$ cat src/aij_pkg.sv
/*
  Constants, field layout and carrier types of the auto index jump unit.
  Assumes a main memory of ADDR_W address bits that answers one access
  per machine cycle on the same clock as the unit.
*/
// Operation
// RQ1: Only low memory words 0..37 octal used
// RQ2: Address field selects location and variant
// RQ3: Increment adds one, wraps, writes back
// RQ4: Increment variant jumps when sum zero
// RQ5: Three cycles plain, four with jump
// RQ6: Increment nonzero variant jumps on nonzero sum
// RQ7: Increment sets overflow on signed wrap
// RQ8: Decrement subtracts one, wraps, writes back
// RQ9: Decrement variant jumps when difference zero
// RQ10: Decrement nonzero variant jumps on nonzero
// RQ11: Decrement nonzero timing, extra cycle optional
// RQ12: Decrement sets overflow on signed wrap
// RQ13: Only location, counter and overflow change
// RQ14: No indexing, indirect jump address honoured
// RQ15: Opcode 00, mode 7, variant, base 40
// RQ16: Jump word follows; fall through skips it
// RQ17: Zero test uses newly stored value
package aij_pkg;

  // ****************************************************************
  // Word and field layout
  // ****************************************************************
  localparam int WORD_W = 16;
  localparam int ADDR_W = 15;
  localparam int OP_LSB = 12;
  localparam int M_MSB = 11;
  localparam int M_LSB = 9;
  localparam logic [2:0] M_AUTO = 3'h7;
  localparam int VAR_MSB = 8;
  localparam int VAR_LSB = 6;
  localparam int BASE_POS = 5;
  localparam int LOC_MSB = 4;
  localparam int IND_POS = 15;
  localparam logic [ADDR_W-1:0] PC_STEP = 15'h0001;
  localparam logic [ADDR_W-1:0] PC_SKIP = 15'h0002;
  localparam logic [WORD_W-1:0] ONE = 16'h0001;
  localparam logic [WORD_W-1:0] ZERO = 16'h0000;
  localparam logic [WORD_W-1:0] SIGN_MIN = 16'h8000;
  localparam logic [WORD_W-1:0] SIGN_MAX = 16'h7FFF;

  // ****************************************************************
  // Timing in machine cycles
  // ****************************************************************
  localparam int CYC_W = 5;
  localparam logic [CYC_W-1:0] CYC_FETCH = 5'h01;
  localparam logic [CYC_W-1:0] CYC_ONE = 5'h01;

  // ****************************************************************
  // Types
  // ****************************************************************
  typedef enum logic [1:0] {
    INC_BRANCH_ZERO,
    INC_BRANCH_NONZERO,
    DEC_BRANCH_ZERO,
    DEC_BRANCH_NONZERO
  } aij_var_e;

  typedef enum logic [2:0] {
    ST_IDLE,
    ST_RD_LOC,
    ST_WR_LOC,
    ST_RD_JUMP,
    ST_PAD
  } aij_state_e;

  typedef struct packed {
    logic req;
    logic we;
    logic [ADDR_W-1:0] addr;
    logic [WORD_W-1:0] wdata;
  } aij_mem_req_s;

  typedef struct packed {
    logic ack;
    logic [WORD_W-1:0] rdata;
  } aij_mem_rsp_s;

  typedef struct packed {
    logic done;
    logic reject;
    logic set_overflow;
    logic jumped;
    logic [ADDR_W-1:0] next_pc;
    logic [CYC_W-1:0] cycles;
  } aij_result_s;

endpackage : aij_pkg

$ cat src/aij_unit.sv
/*
  Execution unit of the auto index instruction group: increment or
  decrement a low memory word, write it back, and branch on zero or
  nonzero through an optionally indirect jump address word.
  Assumes the sequencer has fetched the instruction word and offers it
  with START; the unit holds MEM_REQ until memory raises ACK.
*/
`timescale 1ns/1ps

module aij_unit #(
  parameter bit DEC_NZ_EXTRA = 1'b0
) (
  input wire logic SYS_CLK, // System clock
  input wire logic RESET_N, // Asynchronous reset
  input wire logic START, // Instruction offered
  input wire logic [aij_pkg::WORD_W-1:0] INSTR, // First instruction word
  input wire logic [aij_pkg::ADDR_W-1:0] PC_IN, // Address of instruction
  input wire aij_pkg::aij_mem_rsp_s MEM_RSP, // Memory answer
  output aij_pkg::aij_mem_req_s MEM_REQ, // Memory request
  output aij_pkg::aij_result_s RESULT, // Completion report
  output logic BUSY // Instruction in progress
);
  import aij_pkg::*;

  // ****************************************************************
  // State
  // ****************************************************************
  typedef struct packed {
    aij_state_e st;
    aij_var_e vr;
    logic busy;
    logic [ADDR_W-1:0] pc;
    logic [ADDR_W-1:0] loc_addr;
    logic [WORD_W-1:0] res;
    logic ovf;
    logic [CYC_W-1:0] cyc;
    aij_mem_req_s mem;
    aij_result_s out;
  } aij_regs_s;

  aij_regs_s r_r;
  aij_regs_s r_nxt;

  // ****************************************************************
  // Decode
  // ****************************************************************
  logic is_auto;
  logic [4:0] loc_field;
  aij_var_e var_field;
  logic is_dec;
  logic want_nonzero;
  logic [WORD_W-1:0] new_val;
  logic new_ovf;
  logic take_jump;
  logic pad_needed;

  always_comb begin
    // Opcode 00, mode 7, base bit, variant 0..3
    is_auto = (INSTR[WORD_W-1:OP_LSB] == '0) && // RQ15
              (INSTR[M_MSB:M_LSB] == M_AUTO) && // RQ15
              INSTR[BASE_POS] && // RQ15
              !INSTR[VAR_MSB]; // RQ15
    loc_field = INSTR[LOC_MSB:0]; // RQ1 RQ2
    var_field = aij_var_e'(INSTR[VAR_LSB+1:VAR_LSB]); // RQ2
    is_dec = (r_r.vr == DEC_BRANCH_ZERO) || (r_r.vr == DEC_BRANCH_NONZERO);
    want_nonzero = (r_r.vr == INC_BRANCH_NONZERO) ||
                   (r_r.vr == DEC_BRANCH_NONZERO);
    if (is_dec) begin
      new_val = MEM_RSP.rdata - ONE; // RQ8
      new_ovf = (MEM_RSP.rdata == SIGN_MIN); // RQ12
    end else begin
      new_val = MEM_RSP.rdata + ONE; // RQ3
      new_ovf = (MEM_RSP.rdata == SIGN_MAX); // RQ7
    end
    // Stored value drives the test
    if (want_nonzero) begin
      take_jump = (r_r.res != ZERO); // RQ6 RQ10 RQ17
    end else begin
      take_jump = (r_r.res == ZERO); // RQ4 RQ9 RQ17
    end
    pad_needed = DEC_NZ_EXTRA && (r_r.vr == DEC_BRANCH_NONZERO); // RQ11
  end

  // ****************************************************************
  // Sequencer
  // ****************************************************************
  always_comb begin
    r_nxt = r_r;
    r_nxt.out.done = 1'b0;
    r_nxt.out.reject = 1'b0;
    r_nxt.out.set_overflow = 1'b0;
    unique case (r_r.st)
      ST_IDLE: begin
        if (START) begin
          if (is_auto) begin
            r_nxt.vr = var_field; // RQ2
            r_nxt.pc = PC_IN;
            r_nxt.loc_addr = ADDR_W'(loc_field); // RQ1 RQ14
            r_nxt.busy = 1'b1;
            r_nxt.cyc = CYC_FETCH; // RQ5
            r_nxt.mem.req = 1'b1;
            r_nxt.mem.we = 1'b0;
            r_nxt.mem.addr = ADDR_W'(loc_field); // RQ1
            r_nxt.st = ST_RD_LOC;
          end else begin
            r_nxt.out.reject = 1'b1;
          end
        end
      end
      ST_RD_LOC: begin
        if (MEM_RSP.ack) begin
          r_nxt.res = new_val; // RQ3 RQ8
          r_nxt.ovf = new_ovf; // RQ7 RQ12
          r_nxt.cyc = r_r.cyc + CYC_ONE; // RQ5
          r_nxt.mem.we = 1'b1;
          r_nxt.mem.addr = r_r.loc_addr; // RQ3 RQ8 RQ13
          r_nxt.mem.wdata = new_val; // RQ3 RQ8
          r_nxt.st = ST_WR_LOC;
        end
      end
      ST_WR_LOC: begin
        if (MEM_RSP.ack) begin
          r_nxt.cyc = r_r.cyc + CYC_ONE; // RQ5
          r_nxt.mem.we = 1'b0;
          r_nxt.mem.wdata = '0;
          if (take_jump) begin
            r_nxt.mem.addr = r_r.pc + PC_STEP; // RQ16
            r_nxt.st = ST_RD_JUMP;
          end else begin
            r_nxt.mem.req = 1'b0;
            r_nxt.out.next_pc = r_r.pc + PC_SKIP; // RQ16
            r_nxt.out.jumped = 1'b0;
            if (pad_needed) begin
              r_nxt.st = ST_PAD; // RQ11
            end else begin
              r_nxt.out.done = 1'b1;
              r_nxt.out.set_overflow = r_r.ovf; // RQ7 RQ12 RQ13
              r_nxt.out.cycles = r_r.cyc + CYC_ONE; // RQ5
              r_nxt.busy = 1'b0;
              r_nxt.st = ST_IDLE;
            end
          end
        end
      end
      ST_RD_JUMP: begin
        if (MEM_RSP.ack) begin
          r_nxt.cyc = r_r.cyc + CYC_ONE; // RQ5
          if (MEM_RSP.rdata[IND_POS]) begin
            // Indirect chain: one more read per level
            r_nxt.mem.addr = MEM_RSP.rdata[ADDR_W-1:0]; // RQ14
          end else begin
            r_nxt.mem.req = 1'b0;
            r_nxt.out.next_pc = MEM_RSP.rdata[ADDR_W-1:0]; // RQ4 RQ6
            r_nxt.out.jumped = 1'b1;
            if (pad_needed) begin
              r_nxt.st = ST_PAD; // RQ11
            end else begin
              r_nxt.out.done = 1'b1;
              r_nxt.out.set_overflow = r_r.ovf; // RQ7 RQ12
              r_nxt.out.cycles = r_r.cyc + CYC_ONE; // RQ5
              r_nxt.busy = 1'b0;
              r_nxt.st = ST_IDLE;
            end
          end
        end
      end
      ST_PAD: begin
        // Extra machine cycle with no memory access
        r_nxt.out.done = 1'b1;
        r_nxt.out.set_overflow = r_r.ovf; // RQ12
        r_nxt.out.cycles = r_r.cyc + CYC_ONE; // RQ11
        r_nxt.busy = 1'b0;
        r_nxt.st = ST_IDLE;
      end
      default: begin
        r_nxt.st = ST_IDLE;
        r_nxt.busy = 1'b0;
        r_nxt.mem = '0;
      end
    endcase
  end

  // ****************************************************************
  // Registers
  // ****************************************************************
  always_ff @(posedge SYS_CLK or negedge RESET_N) begin
    if (!RESET_N) begin
      r_r <= '{st: ST_IDLE, vr: INC_BRANCH_ZERO, default: '0};
    end else begin
      r_r <= r_nxt;
    end
  end

  // ****************************************************************
  // Outputs
  // ****************************************************************
  assign MEM_REQ = r_r.mem;
  assign RESULT = r_r.out;
  assign BUSY = r_r.busy;

endmodule : aij_unit

$ cat config.mk
export PLATFORM = sky130hd
export DESIGN_NAME = aij_unit
export DESIGN_NICKNAME = d
export VERILOG_FILES = /design/src/aij_pkg.sv /design/src/aij_unit.sv
export SDC_FILE = /design/constraint.sdc
export NUM_CORES = 1
export LEC_CHECK = 0
export ABC_AREA = 1
export BUFFER_PORTS_ARGS = -buffer_cell sky130_fd_sc_hd__buf_4
export CAP_MARGIN = 20
export CORE_UTILIZATION = 50
export DETAILED_ROUTE_END_ITERATION = 8
export PLACE_DENSITY = 0.75
export RECOVER_POWER = 100
export SLEW_MARGIN = 25
export SYNTH_ARGS = -nofsm -noshare
export SYNTH_HDL_FRONTEND = slang
export SYNTH_SLANG_ARGS = --single-unit
$ cat constraint.sdc
create_clock -name SYS_CLK -period 2.1 [get_ports SYS_CLK]
set_input_delay 0.105 -clock SYS_CLK [delete_from_list [all_inputs] [get_ports SYS_CLK]]
set_output_delay 0.105 -clock SYS_CLK [all_outputs]
set_load 0.02 [all_outputs]
### Yosys cells after proc, flatten, opt, wreduce, memory -nomap -nowiden

Index checks and enable logic that the tools add are counted.

* bitwise gates (word level): 5
* add/sub/neg operators: 5
* eq/ne operators: 19
* muxes and demuxes: 44
* reductions and logical operators: 27

Operators by type and width (count)
* $mux W22: 6
* $pmux W15 S5: 1
* $mux W36: 2
* $pmux W16 S3: 1
* $mux W15: 3
* $mux W39: 1
* $mux W32: 1
* $pmux W16 S2: 1
* $pmux W5 S4: 1
* $ne A2 B2 Y1 const B: 9
* $add A16 B1 Y16 const B: 1
* $eq A16 B15 Y1 const B: 1
* $eq A16 B16 Y1 const B: 1
* $logic_not A16 Y1: 1
* $mux W16: 1
* $reduce_bool A16 Y1: 1
* $sub A16 B1 Y16 const B: 1
* $add A15 B1 Y15 const B: 1
* $add A15 B2 Y15 const B: 1
* $pmux W5 S3: 1
* $reduce_and A5 Y1: 3
* $reduce_and A7 Y1: 2
* $mux W1: 12
* $mux W3: 4
* other kinds (27): 43

* output and inout port bits: 58
* input port bits: 51
* bits in registers: 105
* word-level logic and storage cells: 118

### Logic depth before layout (Yosys ltp)

* depth in word-level cells: 7
* gate-level depth with buffers: 12

### Worst setup path before layout

OpenSTA, ideal clock, no wires.

* path kind: reg-to-reg
* start point: register r_r[111] (netlist bit)
* end point: register r_r[70] (netlist bit)
* clock period less this slack: 2132 ps
* slack: -32 ps
* cell stages (with the launch flop): 10
* arrival: 2014 ps
* cell sequence: dfrtp_1 clkbuf_1 ha_1 nand2_1 inv_1 a21oi_1 nand2_1 or2_2 nand3_1 nand2_1

* word-level cells in the longest chain between the ends: 3

Ends and longest elaborated chain
* start, declared: line aij_unit.sv:41 `aij_regs_s r_r;`
* start signal, assigned: line aij_unit.sv:190 `r_r <= r_nxt;`
* $eq A2 B2 Y1: line aij_unit.sv:65 `is_dec = (r_r.vr == DEC_BRANCH_ZERO) || (r_r.vr == DEC_BRANCH_NONZERO);`
* $logic_or A1 B1 Y1 *: line aij_unit.sv:65
* $mux W16 *: line aij_unit.sv:68 `if (is_dec) begin`

Every way passes the cells marked *; elsewhere a longest branch is shown, timed or not.
A chain may end at the register's enable or synchronous reset.

### Worst setup path after layout

* start point: register r_r[111] (netlist bit)
* end point: register r_r[75] (netlist bit)

Same word-level chain as after synthesis.

==> results.ini <==
[clock_network]
cts_buffer_depth = 2
numCtsBuffers = 9
cts_tree = built
root_buffer = clkbuf_16
clkLatencyLatePin_ns = 0.36
clk_pin_slew_ns = 0.08
clock-sinks = 104
cts-htree-levels = 3

[layout]
n_antenna_cell = 0
layout.nets = 1117
drive_above_1_share_pct = 10.85
synthToLayoutAreaGrowth_pct = 15.21
n_fill_cell = 1294
final_area_um2 = 7752

[power]
p_per_area_nw_per_um2 = 573.1
peakVddDrop_v = 0.0003646
power_w = 0.004443
p_leak_nw = 4.163

[die]
die-height_um = 118.0
io_pins = 109
design.die.area_um2 = 13930
start_util_pct = 51.01
num_rows = 42
core_um2 = 13190
die_w_um = 118.0

[place]
place_area_um2 = 7442
dp_hpwl_mm = 13.49
io_buffer_count = 108
routabilityCongestion = 0.9309

[synth]
yosysTopAreaCell = dfrtp_1
ys_seq_elements = 104
syn-num-nets = 1029
ys_seq_area_share_pct = 38.68
syn_inst = 948
yosysMostFrequentCell = nand2_1
syn_area_per_cell_um2 = 7.098
synthFlopType = dfrtp_1
ys_top_cells_by_count = nand2_1, dfrtp_1, nand3_1
synth_cell_type_count = 35
yosysWarnings = 0
netlist_area_um2 = 6729
yosysTopAreaCellShare_pct = 38.68
synth_top_cells_by_area = dfrtp_1, nand2_1, buf_4
async_flop_share_pct = 100.0
synth_edf_count = 0

[status]
status = finished clean

[critical_path]
r2r-end = r_r[75]
r2r_cells = 8
worst-path-max-fanout = 5
reg2reg_from = r_r[111]
path_class = flip-flop to flip-flop
worst-endpoint-arrival_ns = 2.24
cp-end-kind = flip-flop
cp_data_required_time_ns = 2.35
crit_path_start_kind = flip-flop
r2r_slack_ns = 0.11

[run]
max_cap_violations = 0

[grt]
grt_pass1_vias = 5886
grt_pass1_wl_mm = 29.57
grtUsageTotal_pct = 27.02
antenna_found_initial = 0
grt_overflow = 0
grt_max_degree = 47

[sta]
worstMarginPinSlew_ns = 1.219
min_period_ns = 1.988
final.period_utilization_pct = 94.69
final_hold_viol_count = 0
whs_ns = 0.02973
fmax_mhz = 502.9
slew_headroom_pct = 18.74
clock_skew_ns = 0.008072
finalMaxSlewViolations = 0
setup_viol_count_final = 0
rsz0062_at_grt = false
timing.setup.tns_ns = 0

[drt]
drtIter0Drc = 485
drt_wl_total_mm = 17.89
wl_per_cell_um = 14.70
dr.pass1.iters = 5
via_per_inst = 5.204
antenna_left = 0
vias = 6333
drc_errors = 0

[min_path]
min_path_cells = 3
min-delay-start = PC_IN[6]
hp-class = input pin to flip-flop
whs_endpoint = r_r[100]

## worst max-delay path: stages, from the launching register on
cell      delay, ns
dfrtp_1        0.41
clkbuf_4       0.15
ha_1           0.35
a21oi_1        0.24
nor2_1         0.08
o21ai_0        0.27
nand4_1        0.17
nand3_1        0.14
nand2_1        0.05
## metrics by stage
stage	util (%)	instances	setup WS, ns
after floorplan	-	948	0.2148
after global placement	56.42	1179	0.1474
after detailed placement	56.42	1179	0.1400
after CTS	60.39	1216	0.1309
after global routing	58.77	1217	0.001187
final	58.77	1217	0.1116
## final cells by class
cell class / count / area, um^2 / area share [%]
inverter: 78 / 292.8 / 3.777
clock inverter: 7 / 87.58 / 1.130
timing repair buffer: 156 / 1031 / 13.30
sequential: 104 / 2603 / 33.57
multi-input combinational: 687 / 3293 / 42.48
tap: 176 / 220.2 / 2.841
clock buffer: 9 / 225.2 / 2.905
## placed cells by master, fill, tap and decap left out, types with 2 or more instances in the layout
master / n
xnor2_1: 5
nor3b_1: 2
nand3_2: 2
ha_1: 28
dfrtp_1: 104
clkbuf_2: 5
nor2_1: 63
nand3b_1: 5
nor2_2: 4
nor3_1: 2
nand3_1: 77
inv_6: 2
clkinv_4: 2
inv_8: 2
or2_2: 2
xor2_1: 6
buf_4: 68
nand4_1: 13
buf_12: 3
clkbuf_1: 58
nand2_1: 370
inv_2: 2
nand2_4: 2
a221oi_1: 2
dlygate4sd3_1: 21
nand2_2: 3
inv_1: 75
o21ai_1: 2
o21ai_0: 68
a21oi_1: 21
nor3_2: 2
clkbuf_16: 9
## metal layers
metal,vias to the layer above,wire [um],GRT usage [%]
li1,3137,-,-
met1,2931,8298,38.34
met2,233,8081,41.95
met3,32,1043,3.343
met4,0,470,10.66
met5,-,0,0
## worst max-delay path by stage
stage,from,to,cells after the start
3_3_place_gp,r_r[111],MEM_REQ[8],9
6_report,r_r[111],r_r[75],8
2_1_floorplan,r_r[111],r_r[70],9
4_1_cts,r_r[111],r_r[71],9
3_5_place_dp,r_r[111],r_r[71],9
5_1_grt,r_r[112],MEM_REQ[17],10
## cell families (layout without fill, tap and decap cells)
| group | after synthesis | in the layout | synth area share (%) |
|---|---|---|---|
| AO/OA/AOI/OAI | 97 | 97 | 7.587 |
| AND/OR/NAND/NOR | 549 | 549 | 34.08 |
| XOR/XNOR | 11 | 11 | 1.432 |
| buffers and inverters | 157 | 250 | 12.53 |
| adder cells (fa/ha/maj) | 30 | 30 | 5.690 |
| flip-flops | 104 | 104 | 38.68 |
## state kept, by name (all words and copies together) (netlist names)
| register | cells |
|---|---|
| BUSY | 1 |
| MEM_REQ | 33 |
| RESULT | 24 |
| r_r | 46 |
## repair_timing
| action | CTS | global route |
|---|---|---|
| hold endpoints to repair | 64 | 0 |
| hold buffers | 21 | 0 |
| gates resized for setup | 0 | 3 |
| buffers inserted | 0 | 1 |
| endpoints found under the setup margin | 0 | 14 |
## power by group
group / switching [W] / internal (W)
Sequential: 0.0000235 / 0.00202
Combinational: 0.000379 / 0.000238
Clock: 0.000823 / 0.000955
Power figures use the tool's default switching activity.
